==> src/rtl/gpl_pkg.sv <==
// package of constants and types for the pin and led configuration block
// assumes a single 250 MHz clock and an apb register bus with 32-bit data
//
// Overview of operation
// - a one in a led select bit turns that shared pin into a led output
// - polarity bit one: high level flags the pin event; zero: low level flags it
// - a pin event raises the interrupt only when its enable bit is set
// - a pin level counts as an event only after more than 40 ns active
// - three-bit select routes the serial memory data and clock pins per code
// - driver type bit one gives push-pull output, zero gives open-drain
// - direction bit one makes the pin an output, zero an input
// - bits 4 and 3 drive output-only pins 4 and 3 when selected
// - pin value bits drive outputs; reading them returns the live pin levels
`default_nettype none

package gpl_pkg;

    // ----------------------------------------------------------------
    // bus and register map
    // ----------------------------------------------------------------
    localparam int ADDR_W = 12;
    localparam logic [ADDR_W-1:0] CFG_ADDR = 12'h088;
    localparam logic [ADDR_W-1:0] STS_ADDR = 12'h0c0;
    localparam logic [ADDR_W-1:0] EN_ADDR = 12'h0c4;
    localparam logic [31:0] CFG_WMASK = 32'h7777_071f;
    localparam logic [31:0] CFG_RST = 32'h0000_0000;
    localparam logic [2:0] EVT_RST = 3'h0;
    localparam int NPIN = 3;

    // ----------------------------------------------------------------
    // timing
    // ----------------------------------------------------------------
    localparam int CLK_NS = 4;
    localparam int FILT_NS = 40;
    // least time, rounded up to whole cycles
    localparam int FILT_CYC = (FILT_NS + CLK_NS - 1) / CLK_NS;
    localparam int FILT_W = $clog2(FILT_CYC + 1);
    localparam logic [FILT_W-1:0] FILT_MAX = FILT_W'(FILT_CYC);

    // ----------------------------------------------------------------
    // serial memory pin routing codes
    // ----------------------------------------------------------------
    localparam logic [2:0] ROUTE_MEM = 3'h0;
    localparam logic [2:0] ROUTE_GPO = 3'h1;
    localparam logic [2:0] ROUTE_OUTPUT_ONLY_PIN_3_RXDV = 3'h3;
    localparam logic [2:0] ROUTE_TXEN_OUTPUT_ONLY_PIN_4 = 3'h5;
    localparam logic [2:0] ROUTE_TXEN_RXDV = 3'h6;
    localparam logic [2:0] ROUTE_CLKS = 3'h7;

    // ----------------------------------------------------------------
    // configuration word, msb first
    // ----------------------------------------------------------------
    typedef struct packed {
        logic rsv31;
        logic [2:0] led_function_select;
        logic rsv27;
        logic [2:0] pin_event_polarity;
        logic rsv23;
        logic [2:0] serial_memory_pin_select;
        logic rsv19;
        logic [2:0] pin_driver_type;
        logic [4:0] rsv15_11;
        logic [2:0] pin_direction;
        logic [2:0] rsv7_5;
        logic [1:0] output_only_value;
        logic [2:0] pin_value;
    } gpl_cfg_t;

endpackage : gpl_pkg

`default_nettype wire

==> src/rtl/gpl_top.sv <==
// pin and led configuration block with apb slave and pin event interrupt
// assumes pins and debug sources synchronous to pclk; one wait state per access
//
// The APB register port was left to the implementer.
`default_nettype none

module gpl_top (
    // apb slave
    input wire logic pclk,
    input wire logic presetn,
    input wire logic psel,
    input wire logic penable,
    input wire logic pwrite,
    input wire logic [gpl_pkg::ADDR_W-1:0] paddr,
    input wire logic [31:0] pwdata,
    input wire logic [3:0] pstrb,
    output logic [31:0] prdata,
    output logic pready,
    output logic pslverr,
    // interrupt
    output logic irq,
    // shared led and general-purpose pins
    input wire logic [2:0] led_src,
    input wire logic [2:0] pin_in,
    output logic [2:0] pin_out,
    output logic [2:0] pin_oe,
    // serial memory controller
    input wire logic mem_data_out,
    input wire logic mem_data_oe,
    input wire logic mem_clk,
    output logic mem_data_in,
    // debug sources
    input wire logic tx_en,
    input wire logic rx_dv,
    input wire logic tx_clk,
    input wire logic rx_clk,
    // serial memory pins
    input wire logic serial_memory_data_pin_in,
    output logic serial_memory_data_pin_out,
    output logic serial_memory_data_pin_oe,
    output logic serial_memory_clock_pin_out,
    output logic serial_memory_clock_pin_oe
);

    // ----------------------------------------------------------------
    // decoding helpers
    // ----------------------------------------------------------------
    function automatic logic addr_is(input logic [gpl_pkg::ADDR_W-1:0] a,
                                     input logic [gpl_pkg::ADDR_W-1:0] b);
        addr_is = (a == b);
    endfunction : addr_is

    function automatic logic [31:0] strb_mask(input logic [3:0] s);
        strb_mask = {{8{s[3]}}, {8{s[2]}}, {8{s[1]}}, {8{s[0]}}};
    endfunction : strb_mask

    // ----------------------------------------------------------------
    // state
    // ----------------------------------------------------------------
    logic [31:0] cfg_r;
    logic [31:0] cfg_nxt;
    logic [2:0] sts_r;
    logic [2:0] sts_nxt;
    logic [2:0] en_r;
    logic [2:0] en_nxt;
    logic pready_r;
    logic pslverr_r;
    logic irq_r;
    logic [31:0] prdata_r;
    gpl_pkg::gpl_cfg_t cfg;

    // ----------------------------------------------------------------
    // bus decode
    // ----------------------------------------------------------------
    wire access = psel & penable;
    wire first = access & ~pready_r;
    wire done = access & pready_r;
    wire hit_cfg = addr_is(paddr, gpl_pkg::CFG_ADDR);
    wire hit_sts = addr_is(paddr, gpl_pkg::STS_ADDR);
    wire hit_en = addr_is(paddr, gpl_pkg::EN_ADDR);
    wire mapped = hit_cfg | hit_sts | hit_en;
    wire wr_done = done & pwrite & mapped;
    wire [31:0] be = strb_mask(pstrb);
    // reserved bits never reach the register
    wire [31:0] cfg_be = be & gpl_pkg::CFG_WMASK;
    wire [2:0] sts_w1c = (wr_done & hit_sts) ? (pwdata[2:0] & be[2:0]) : 3'h0;

    assign cfg = gpl_pkg::gpl_cfg_t'(cfg_r);

    // ----------------------------------------------------------------
    // pins and events
    // ----------------------------------------------------------------
    // active level per pin follows the polarity setting
    wire [2:0] pin_act = ~(pin_in ^ cfg.pin_event_polarity);
    wire [2:0] pin_evt;

    genvar gi;
    generate
        for (gi = 0; gi < gpl_pkg::NPIN; gi++) begin : g_pin
            gpl_pin_cell u_cell (
                .pclk(pclk),
                .presetn(presetn),
                .led_sel(cfg.led_function_select[gi]),
                .push_pull(cfg.pin_driver_type[gi]),
                .drive_out(cfg.pin_direction[gi]),
                .data_val(cfg.pin_value[gi]),
                .led_src(led_src[gi]),
                .level_act(pin_act[gi]),
                .pin_out(pin_out[gi]),
                .pin_oe(pin_oe[gi]),
                .pin_evt(pin_evt[gi])
            );
        end
    endgenerate

    // software must keep the select stable during memory cycles and avoid
    // the reserved codes; the router only releases the pins for those
    gpl_sm_route u_route (
        .pclk(pclk),
        .presetn(presetn),
        .route(cfg.serial_memory_pin_select),
        .output_only_pin_3(cfg.output_only_value[0]),
        .output_only_pin_4(cfg.output_only_value[1]),
        .mem_data_out(mem_data_out),
        .mem_data_oe(mem_data_oe),
        .mem_clk(mem_clk),
        .mem_data_in(mem_data_in),
        .tx_en(tx_en),
        .rx_dv(rx_dv),
        .tx_clk(tx_clk),
        .rx_clk(rx_clk),
        .data_pin_in(serial_memory_data_pin_in),
        .data_pin_out(serial_memory_data_pin_out),
        .data_pin_oe(serial_memory_data_pin_oe),
        .clk_pin_out(serial_memory_clock_pin_out),
        .clk_pin_oe(serial_memory_clock_pin_oe)
    );

    // ----------------------------------------------------------------
    // register next values
    // ----------------------------------------------------------------
    // byte-enabled writes; the status clear loses to a new event
    assign cfg_nxt = (wr_done & hit_cfg) ? ((cfg_r & ~cfg_be) | (pwdata & cfg_be)) : cfg_r;
    assign en_nxt = (wr_done & hit_en) ? ((en_r & ~be[2:0]) | (pwdata[2:0] & be[2:0])) : en_r;
    assign sts_nxt = (sts_r & ~sts_w1c) | pin_evt;

    // read mux; pin value bits show the live pin level, not the stored value
    wire [31:0] rd_cfg = {cfg_r[31:3] & gpl_pkg::CFG_WMASK[31:3], pin_in};
    wire [31:0] rd_mux = hit_cfg ? rd_cfg :
                         hit_sts ? {29'h0, sts_r} :
                         hit_en ? {29'h0, en_r} : 32'h0000_0000;

    // ----------------------------------------------------------------
    // registers
    // ----------------------------------------------------------------
    // one wait state keeps every bus output on a flop
    always_ff @(posedge pclk or negedge presetn) begin
        if (!presetn) begin
            pready_r <= 1'b0;
            pslverr_r <= 1'b0;
            prdata_r <= 32'h0000_0000;
        end else begin
            pready_r <= first;
            pslverr_r <= first & ~mapped;
            prdata_r <= (first & ~pwrite) ? rd_mux : 32'h0000_0000;
        end
    end

    // configuration, status and enable
    always_ff @(posedge pclk or negedge presetn) begin
        if (!presetn) begin
            cfg_r <= gpl_pkg::CFG_RST;
            sts_r <= gpl_pkg::EVT_RST;
            en_r <= gpl_pkg::EVT_RST;
            irq_r <= 1'b0;
        end else begin
            cfg_r <= cfg_nxt;
            sts_r <= sts_nxt;
            en_r <= en_nxt;
            irq_r <= |(sts_r & en_r);
        end
    end

    assign prdata = prdata_r;
    assign pready = pready_r;
    assign pslverr = pslverr_r;
    assign irq = irq_r;
endmodule : gpl_top

`default_nettype wire

==> src/rtl/gpl_pin_cell.sv <==
// one shared pin: led or general-purpose output driver plus level filter
// assumes pin levels are already synchronous to pclk
`default_nettype none

module gpl_pin_cell (
    // clock and reset
    input wire logic pclk,
    input wire logic presetn,
    // configuration
    input wire logic led_sel,
    input wire logic push_pull,
    input wire logic drive_out,
    input wire logic data_val,
    // led source and active level of the pin
    input wire logic led_src,
    input wire logic level_act,
    // pin drive and qualified event
    output logic pin_out,
    output logic pin_oe,
    output logic pin_evt
);

    logic [gpl_pkg::FILT_W-1:0] cnt_r;
    logic out_nxt;
    logic oe_nxt;
    logic qual;

    // led wins over pin control; open-drain only ever pulls low
    assign out_nxt = led_sel ? led_src : (push_pull & data_val);
    assign oe_nxt = led_sel | (drive_out & (push_pull | ~data_val));
    // the level must persist beyond the filter window before it counts
    assign qual = level_act & (cnt_r == gpl_pkg::FILT_MAX);
    assign pin_evt = qual & ~led_sel;

    // output flops and saturating run-length counter
    always_ff @(posedge pclk or negedge presetn) begin
        if (!presetn) begin
            pin_out <= 1'b0;
            pin_oe <= 1'b0;
            cnt_r <= '0;
        end else begin
            pin_out <= out_nxt;
            pin_oe <= oe_nxt;
            if (!level_act) begin
                cnt_r <= '0;
            end else if (cnt_r != gpl_pkg::FILT_MAX) begin
                cnt_r <= cnt_r + {{(gpl_pkg::FILT_W-1){1'b0}}, 1'b1};
            end
        end
    end

endmodule : gpl_pin_cell

`default_nettype wire

==> src/rtl/gpl_sm_route.sv <==
// routes the serial memory data and clock pins to memory, output-only or debug
// assumes all sources are synchronous to pclk; pins are registered once
`default_nettype none

module gpl_sm_route (
    // clock and reset
    input wire logic pclk,
    input wire logic presetn,
    // selection and output-only values
    input wire logic [2:0] route,
    input wire logic output_only_pin_3,
    input wire logic output_only_pin_4,
    // serial memory controller side
    input wire logic mem_data_out,
    input wire logic mem_data_oe,
    input wire logic mem_clk,
    output logic mem_data_in,
    // debug sources
    input wire logic tx_en,
    input wire logic rx_dv,
    input wire logic tx_clk,
    input wire logic rx_clk,
    // pins
    input wire logic data_pin_in,
    output logic data_pin_out,
    output logic data_pin_oe,
    output logic clk_pin_out,
    output logic clk_pin_oe
);

    logic d_nxt;
    logic doe_nxt;
    logic c_nxt;
    logic coe_nxt;

    // route table; reserved codes release both pins as the safe choice
    always_comb begin
        d_nxt = 1'b0;
        doe_nxt = 1'b1;
        c_nxt = 1'b0;
        coe_nxt = 1'b1;
        case (route)
            gpl_pkg::ROUTE_MEM: begin
                d_nxt = mem_data_out;
                doe_nxt = mem_data_oe;
                c_nxt = mem_clk;
            end
            gpl_pkg::ROUTE_GPO: begin
                d_nxt = output_only_pin_3;
                c_nxt = output_only_pin_4;
            end
            gpl_pkg::ROUTE_OUTPUT_ONLY_PIN_3_RXDV: begin
                d_nxt = output_only_pin_3;
                c_nxt = rx_dv;
            end
            gpl_pkg::ROUTE_TXEN_OUTPUT_ONLY_PIN_4: begin
                d_nxt = tx_en;
                c_nxt = output_only_pin_4;
            end
            gpl_pkg::ROUTE_TXEN_RXDV: begin
                d_nxt = tx_en;
                c_nxt = rx_dv;
            end
            gpl_pkg::ROUTE_CLKS: begin
                d_nxt = tx_clk;
                c_nxt = rx_clk;
            end
            default: begin
                doe_nxt = 1'b0;
                coe_nxt = 1'b0;
            end
        endcase
    end

    // pin flops
    always_ff @(posedge pclk or negedge presetn) begin
        if (!presetn) begin
            data_pin_out <= 1'b0;
            data_pin_oe <= 1'b0;
            clk_pin_out <= 1'b0;
            clk_pin_oe <= 1'b0;
            mem_data_in <= 1'b0;
        end else begin
            data_pin_out <= d_nxt;
            data_pin_oe <= doe_nxt;
            clk_pin_out <= c_nxt;
            clk_pin_oe <= coe_nxt;
            mem_data_in <= data_pin_in;
        end
    end

endmodule : gpl_sm_route

`default_nettype wire

==> config.mk <==
export PLATFORM = sky130hd
export DESIGN_NAME = gpl_top
export DESIGN_NICKNAME = d
export VERILOG_FILES = /design/src/rtl/gpl_pkg.sv /design/src/rtl/gpl_top.sv /design/src/rtl/gpl_pin_cell.sv /design/src/rtl/gpl_sm_route.sv
export SDC_FILE = /design/constraint.sdc
export NUM_CORES = 1
export LEC_CHECK = 0
export BUFFER_PORTS_ARGS = -buffer_cell sky130_fd_sc_hd__buf_4
export CORE_MARGIN = 4
export CORE_UTILIZATION = 45
export CTS_CLUSTER_SIZE = 14
export DETAILED_ROUTE_END_ITERATION = 7
export GPL_TIMING_DRIVEN = 0
export HOLD_SLACK_MARGIN = 0.15
export PLACE_DENSITY_LB_ADDON = 0.12
export SLEW_MARGIN = 15
export SYNTH_ARGS = -nofsm -noshare
export SYNTH_HDL_FRONTEND = slang
export SYNTH_SLANG_ARGS = --single-unit
==> constraint.sdc <==
create_clock -name pclk -period 4.1 [get_ports pclk]
set_input_delay 0.41 -clock pclk [delete_from_list [all_inputs] [get_ports pclk]]
set_output_delay 0.41 -clock pclk [all_outputs]
set_load 0.1 [all_outputs]
==> run_results.csv, run 1 <==
group,metric,value,unit
sta,rsz0062_at_grt,"no",
sta,setup_viol,0,
outcome,outcome,"completed",
critical_path,path_class,"reg -> reg",
synthesis,synth.distinct_cells,44,
synthesis,synth_top_area_share,54.4,%
sta,finalClockSkew,0.00936,ns
synthesis,synth.avg_cell_area,12.4,um^2
critical_path,path_cells,"nand3b_1 -> nor3_2 -> clkbuf_2 -> and3_1",
layout,mostFrequentLayoutCells,"105 x buf_4, 72 x dfrtp_1, 23 x nor2_1",
sta,worstMarginPinSlew,0.876,ns
critical_path,crit_path_max_incr_delay,0.51,ns
sta,whs,0.169,ns
sta,setup_tns,0,ns
synthesis,syn-cell-area,0.00331,mm^2
sta,slew_violations,0,
power_and_ir_drop,cellPowerDensity,356,mW/mm^2
job,cap_violations,0,
power_and_ir_drop,power.leakage,2.34,nW
critical_path,slowest_stage,"nor3_2",
detailed_routing,avgViaCountPerCell,4.69,
layout,nets,450,
global_routing,grt_antenna_before_repair,0,
sta,fmax,0.586,GHz
global_routing,first_global_vias,2301,
cts,post_cts_buffers,0,
layout,final_common_cell,"buf_4",
layout,n_antenna_cell,0,
synthesis,ys_ff_latch,72,
detailed_routing,firstDrtPassIters,4,
critical_path,r2r-start,"pready$_DFF_PN0_",
synthesis,yosys_most_used_dff,"dfrtp_1",
cts,cts_tree,"done",
synthesis,async_reset_ff_share,100,%
critical_path,cp_max_fo,10,
die,die_h,93.8,um
power_and_ir_drop,peakVddDrop,0.143,mV
die,coreArea,0.00721,mm^2
detailed_routing,avgRoutedWirePerCell,14.4,um
synthesis,yosys-top-cells-area,"dfrtp_1 54%, mux2_4 9.1%, buf_4 4.1%",
placed_design,dp_hpwl,5.04,mm
cts,cts_buffer_depth,2,
critical_path,r2r_cells,4,
global_routing,globalRouteTotalUtil,16.9,%
layout,seqCellArea,0.00180,mm^2
critical_path,crit_start,"pready$_DFF_PN0_",
worst_hold_path,hp-class,"in -> async",
synthesis,yosys.area.top_type,"dfrtp_1",
critical_path,r2r_slack,2.39,ns
cts,cts-htree-levels,3,
synthesis,yosysSeqAreaShare,54.4,%
synthesis,postSynthCellCount,267,
layout,synthToLayoutAreaGrowth,31.9,%
critical_path,start_kind,"flop",
layout,drive_gt1_share,40.9,%
layout,fill_cells,624,
critical_path,required,4.38,ns
cts,cts_resized,0,
detailed_routing,vias,2251,
global_routing,grt_overflow_total,0,
placed_design,dp_slack,2.08,ns
cts,postCtsHoldBufs,0,
critical_path,rr_endpoint,"prdata[20]$_DFF_PN0_",
cts,cts.clk_slew.worst_paths,0.08,ns
layout,multiInputGateArea,0.00134,mm^2
cts,cts_made_buffers,9,
cts,clockRootBuffer,"clkbuf_8",
global_routing,grt_max_degree,73,
sta,final-hold-violation-count,0,
die,die_w,93.8,um
cts,clkLatencyLatePin,0.35,ns
detailed_routing,ant_nets,0,
cts,cts.sinks,72,
placed_design,io_buffers,87,
detailed_routing,drt_wl_total,6.89,mm
layout,post-route-util,60.6,%
die,start_util,45.9,%
die,num_rows,31,
sta,fin_crit,1.71,ns
sta,fin_ws,2.39,ns
sta,min_period_over_period,41.6,%
detailed_routing,drc,0,
detailed_routing,drtIter0Drc,64,
sta,relSlewSlack,41.6,%
global_routing,grt_pass1_wl,11.2,mm
critical_path,crit_arrival,1.99,ns
placed_design,place_congestion,0.770,
critical_path,end_kind,"flop",
die,dieArea,0.00880,mm^2
synthesis,synth_edf_count,0,
synthesis,yosysWarnings,0,
die,io_pins,113,
## cell usage after synthesis (2+ instances only)
master and count:
mux2i_1 4, nand2_1 17, nand3b_1 3, mux2_1 4
buf_4 18, nand2b_1 7, o31ai_1 3, inv_1 6
ha_1 6, nand3_4 4, a211oi_1 3, and3_1 17
xor2_1 8, o21ai_1 3, mux2_4 20, dfrtp_1 72
a221oi_1 2, o21ai_0 3, nand3_1 4, nor3_2 2
nor2_1 23, a21oi_1 9, clkbuf_1 3, a21o_1 3
xnor2_1 3, or2_1 2
## metal layers
layer / wire, um / GRT usage (%)
met5: 0 / 0
met4: 81 / 5.05
met3: 546 / 6.65
met2: 3160 / 25.5
met1: 3100 / 22.5
## how the worst max path moves through the flow
stage                                 endpoint  slack (ns)  cells past startpoint
after floorplan                           flop        2.00                      4
after global placement    prdata[10]$_DFF_PN0_        2.07                      5
after detailed placement  prdata[10]$_DFF_PN0_        2.08                      5
after CTS                 prdata[10]$_DFF_PN0_        2.39                      4
after global routing      prdata[20]$_DFF_PN0_        2.24                      4
final                     prdata[20]$_DFF_PN0_        2.39                      4
## power by group
group	internal, mW	switching [mW]
Clock	0.375	0.264
Combinational	0.0650	0.120
Sequential	0.722	0.0107
## critical path, delay by kind of cell (launching register included)
family / cells / cell delay [ns]
buffers and inverters: 1 / 0.31
DFF: 1 / 0.39
and+or+nand+nor: 3 / 0.93
## final cells by class
type	instances	share of cell area [%]
Clock buffer	11	3.46
Timing Repair Buffer	88	15.2
Inverter	6	0.515
Buffer	25	4.29
Tap cell	99	2.83
Multi-Input combinational cell	175	30.7
Clock inverter	4	1.75
Sequential cell	72	41.2
## cells by family after synthesis
logic type | Yosys count | synth area share [%]
AND/OR/NAND/NOR | 89 | 16.7
flip-flops | 72 | 54.4
buffers and inverters | 31 | 6.34
multiplexers | 29 | 12.0
AO/OA/AOI/OAI | 28 | 5.32
XOR/XNOR | 11 | 2.91
adder cells (fa/ha/maj) | 6 | 2.26
other | 1 | 0.113
## per-stage QoR
| stage | instance area (um^2) | cells | total power, mW |
|---|---|---|---|
| final | 4370 | 480 | 1.56 |
| after global placement | 4130 | 464 | 0.931 |
| after CTS | 4360 | 479 | 1.57 |
| after detailed placement | 4130 | 464 | 0.933 |
| after floorplan | 3360 | 278 | 0.859 |
| after global routing | 4370 | 480 | 1.62 |
(Power assumes the default switching activity.)
==> inputs of run 2 (changes only) <==
Clock period 4.1 ns to 1.69 ns, I/O delays scaled along.
==> run_results.csv, run 2 (synthesized netlist as in run 1, its figures left out) <==
group,metric,value,unit
detailed_routing,vias,2418,
layout,drive_gt1_share,38.7,%
detailed_routing,ant_nets,0,
layout,nets,489,
sta,fin_ws,0.00827,ns
power_and_ir_drop,cellPowerDensity,741,mW/mm^2
cts,cts-htree-levels,3,
layout,n_antenna_cell,0,
cts,cts.clk_slew.worst_paths,0.08,ns
sta,final-hold-violation-count,0,
sta,worstMarginPinSlew,0.893,ns
sta,relSlewSlack,40.5,%
critical_path,crit_start,"paddr[10]",
power_and_ir_drop,p_total,3.50,mW
detailed_routing,drc,0,
detailed_routing,avgViaCountPerCell,4.65,
power_and_ir_drop,power.leakage,2.49,nW
global_routing,grt_overflow_total,0,
detailed_routing,drtIter0Drc,83,
placed_design,io_buffers,87,
die,num_rows,31,
placed_design,dp_cells,464,
cts,cts_buffer_depth,2,
layout,synthToLayoutAreaGrowth,42.3,%
critical_path,crit_path_max_incr_delay,0.63,ns
cts,clkLatencyLatePin,0.34,ns
sta,slew_violations,0,
die,coreArea,0.00721,mm^2
outcome,outcome,"completed",
critical_path,path_class,"in -> reg",
sta,setup_viol,0,
critical_path,slowest_stage,"dlygate4sd3_1",
die,die_w,93.8,um
critical_path,r2r-start,"pready$_DFF_PN0_",
global_routing,globalRouteTotalUtil,17.2,%
sta,fmax,0.595,GHz
global_routing,first_global_vias,2424,
die,dieArea,0.00880,mm^2
critical_path,start_kind,"input port",
die,start_util,45.9,%
sta,finalClockSkew,0.0121,ns
placed_design,post_dp_cell_area,0.00414,mm^2
detailed_routing,avgRoutedWirePerCell,13.9,um
cts,cts.sinks,72,
sta,whs,0.175,ns
cts,cts_made_buffers,9,
critical_path,crit_arrival,1.96,ns
worst_hold_path,hp-class,"in -> reg",
global_routing,grt_max_degree,73,
cts,clockRootBuffer,"clkbuf_8",
layout,stdcell_count,520,
sta,fin_crit,1.68,ns
layout,mostFrequentLayoutCells,"109 x buf_4, 71 x dfrtp_1, 36 x dlygate4sd3_1",
die,die_h,93.8,um
job,cap_violations,0,
detailed_routing,drt_wl_total,7.21,mm
critical_path,end_kind,"flop",
layout,final_common_cell,"buf_4",
layout,fill_cells,587,
placed_design,dp_slack,-0.133,ns
global_routing,grt_pass1_wl,11.6,mm
critical_path,crit_top_cell,"dlygate4sd3_1",
power_and_ir_drop,peakVddDrop,0.422,mV
sta,min_period_over_period,99.5,%
worst_hold_path,hp-start,"pwrite",
critical_path,cp_max_fo,3,
critical_path,path_cells,"dlygate4sd3_1 -> buf_4 -> nor4b_2 -> dlygate4sd3_1 -> nand2_1 -> nor2_1",
cts,cts_tree,"done",
placed_design,dp_hpwl,4.99,mm
placed_design,place_congestion,0.741,
critical_path,required,1.97,ns
layout,final_cell_area,0.00472,mm^2
global_routing,grt_antenna_before_repair,0,
detailed_routing,firstDrtPassIters,4,
die,io_pins,113,
-- run 2: cell count changes in the layout (fill, tap and decap cells not counted), sizes merged --
cell and change:
clkinv +3, bufinv -2, clkinvlp +2, clkbuf -2, dlygate4sd3 +35, buf +4
-- run 2: metrics by stage --
step	utilization [%]	setup TNS, ns
after CTS	64.8	0
after global placement	57.3	-1.34
after detailed placement	57.3	-1.27
final	65.4	0
after floorplan	-	-0.269
after global routing	65.4	-0.0235
-- run 2: repair_timing --
item / in CTS / in global routing
resized for setup: 1 / 2
hold endpoints to repair: 108 / 0
endpoints found under the setup margin: 10 / 16
setup buffers: 0 / 4
hold buffers: 36 / 0
pin swaps: 0 / 2
-- run 2: layout make-up --
cell class,count,area [um^2],share of cell area (%)
plain buffers,25,188,3.98
clock buffers,9,124,2.63
clock inverters,7,46.3,0.982
inverters,6,22.5,0.478
multi-input cells,175,1360,28.9
flip-flops and latches,72,1810,38.3
well taps,99,124,2.63
repair buffers,127,1040,22.1
-- run 2: final timing paths --
| check | slack [ns] | endpoint | cells after the start |
|---|---|---|---|
| hold reg to reg | 0.52 | g_pin[1].u_cell.pin_oe$_DFF_PN0_ | 1 |
| setup / recovery | 0.008 | prdata[2]$_DFF_PN0_ | 6 |
| max in group asynchronous | 0.52 | pready$_DFF_PN0_ | 2 |
| setup reg to reg | 0.11 | flop | 4 |
| hold / removal | 0.18 | prdata[3]$_DFF_PN0_ | 3 |
| min in group asynchronous | 0.48 | asynchronous set/reset pin | 2 |
-- run 2: per-layer routing --
layer,vias up,GRT usage [%],wire (um)
met2,90,26.7,3370
li1,1189,-,-
met3,9,5.29,494
met1,1130,22.5,3250
met5,-,0,0
met4,0,6.86,105
-- run 2: critical path: cells and delay by family --
kind / cells / cell delay, ns
buf+inv: 3 / 1.30
simple gates: 3 / 0.48
-- run 2: report_power, final --
| part | total [mW] | switching (mW) | leakage, nW | internal, mW |
|---|---|---|---|---|
| clock network | 1.20 | 0.671 | 0.0814 | 0.529 |
| logic | 0.517 | 0.308 | 1.43 | 0.209 |
| registers | 1.78 | 0.0264 | 0.973 | 1.75 |
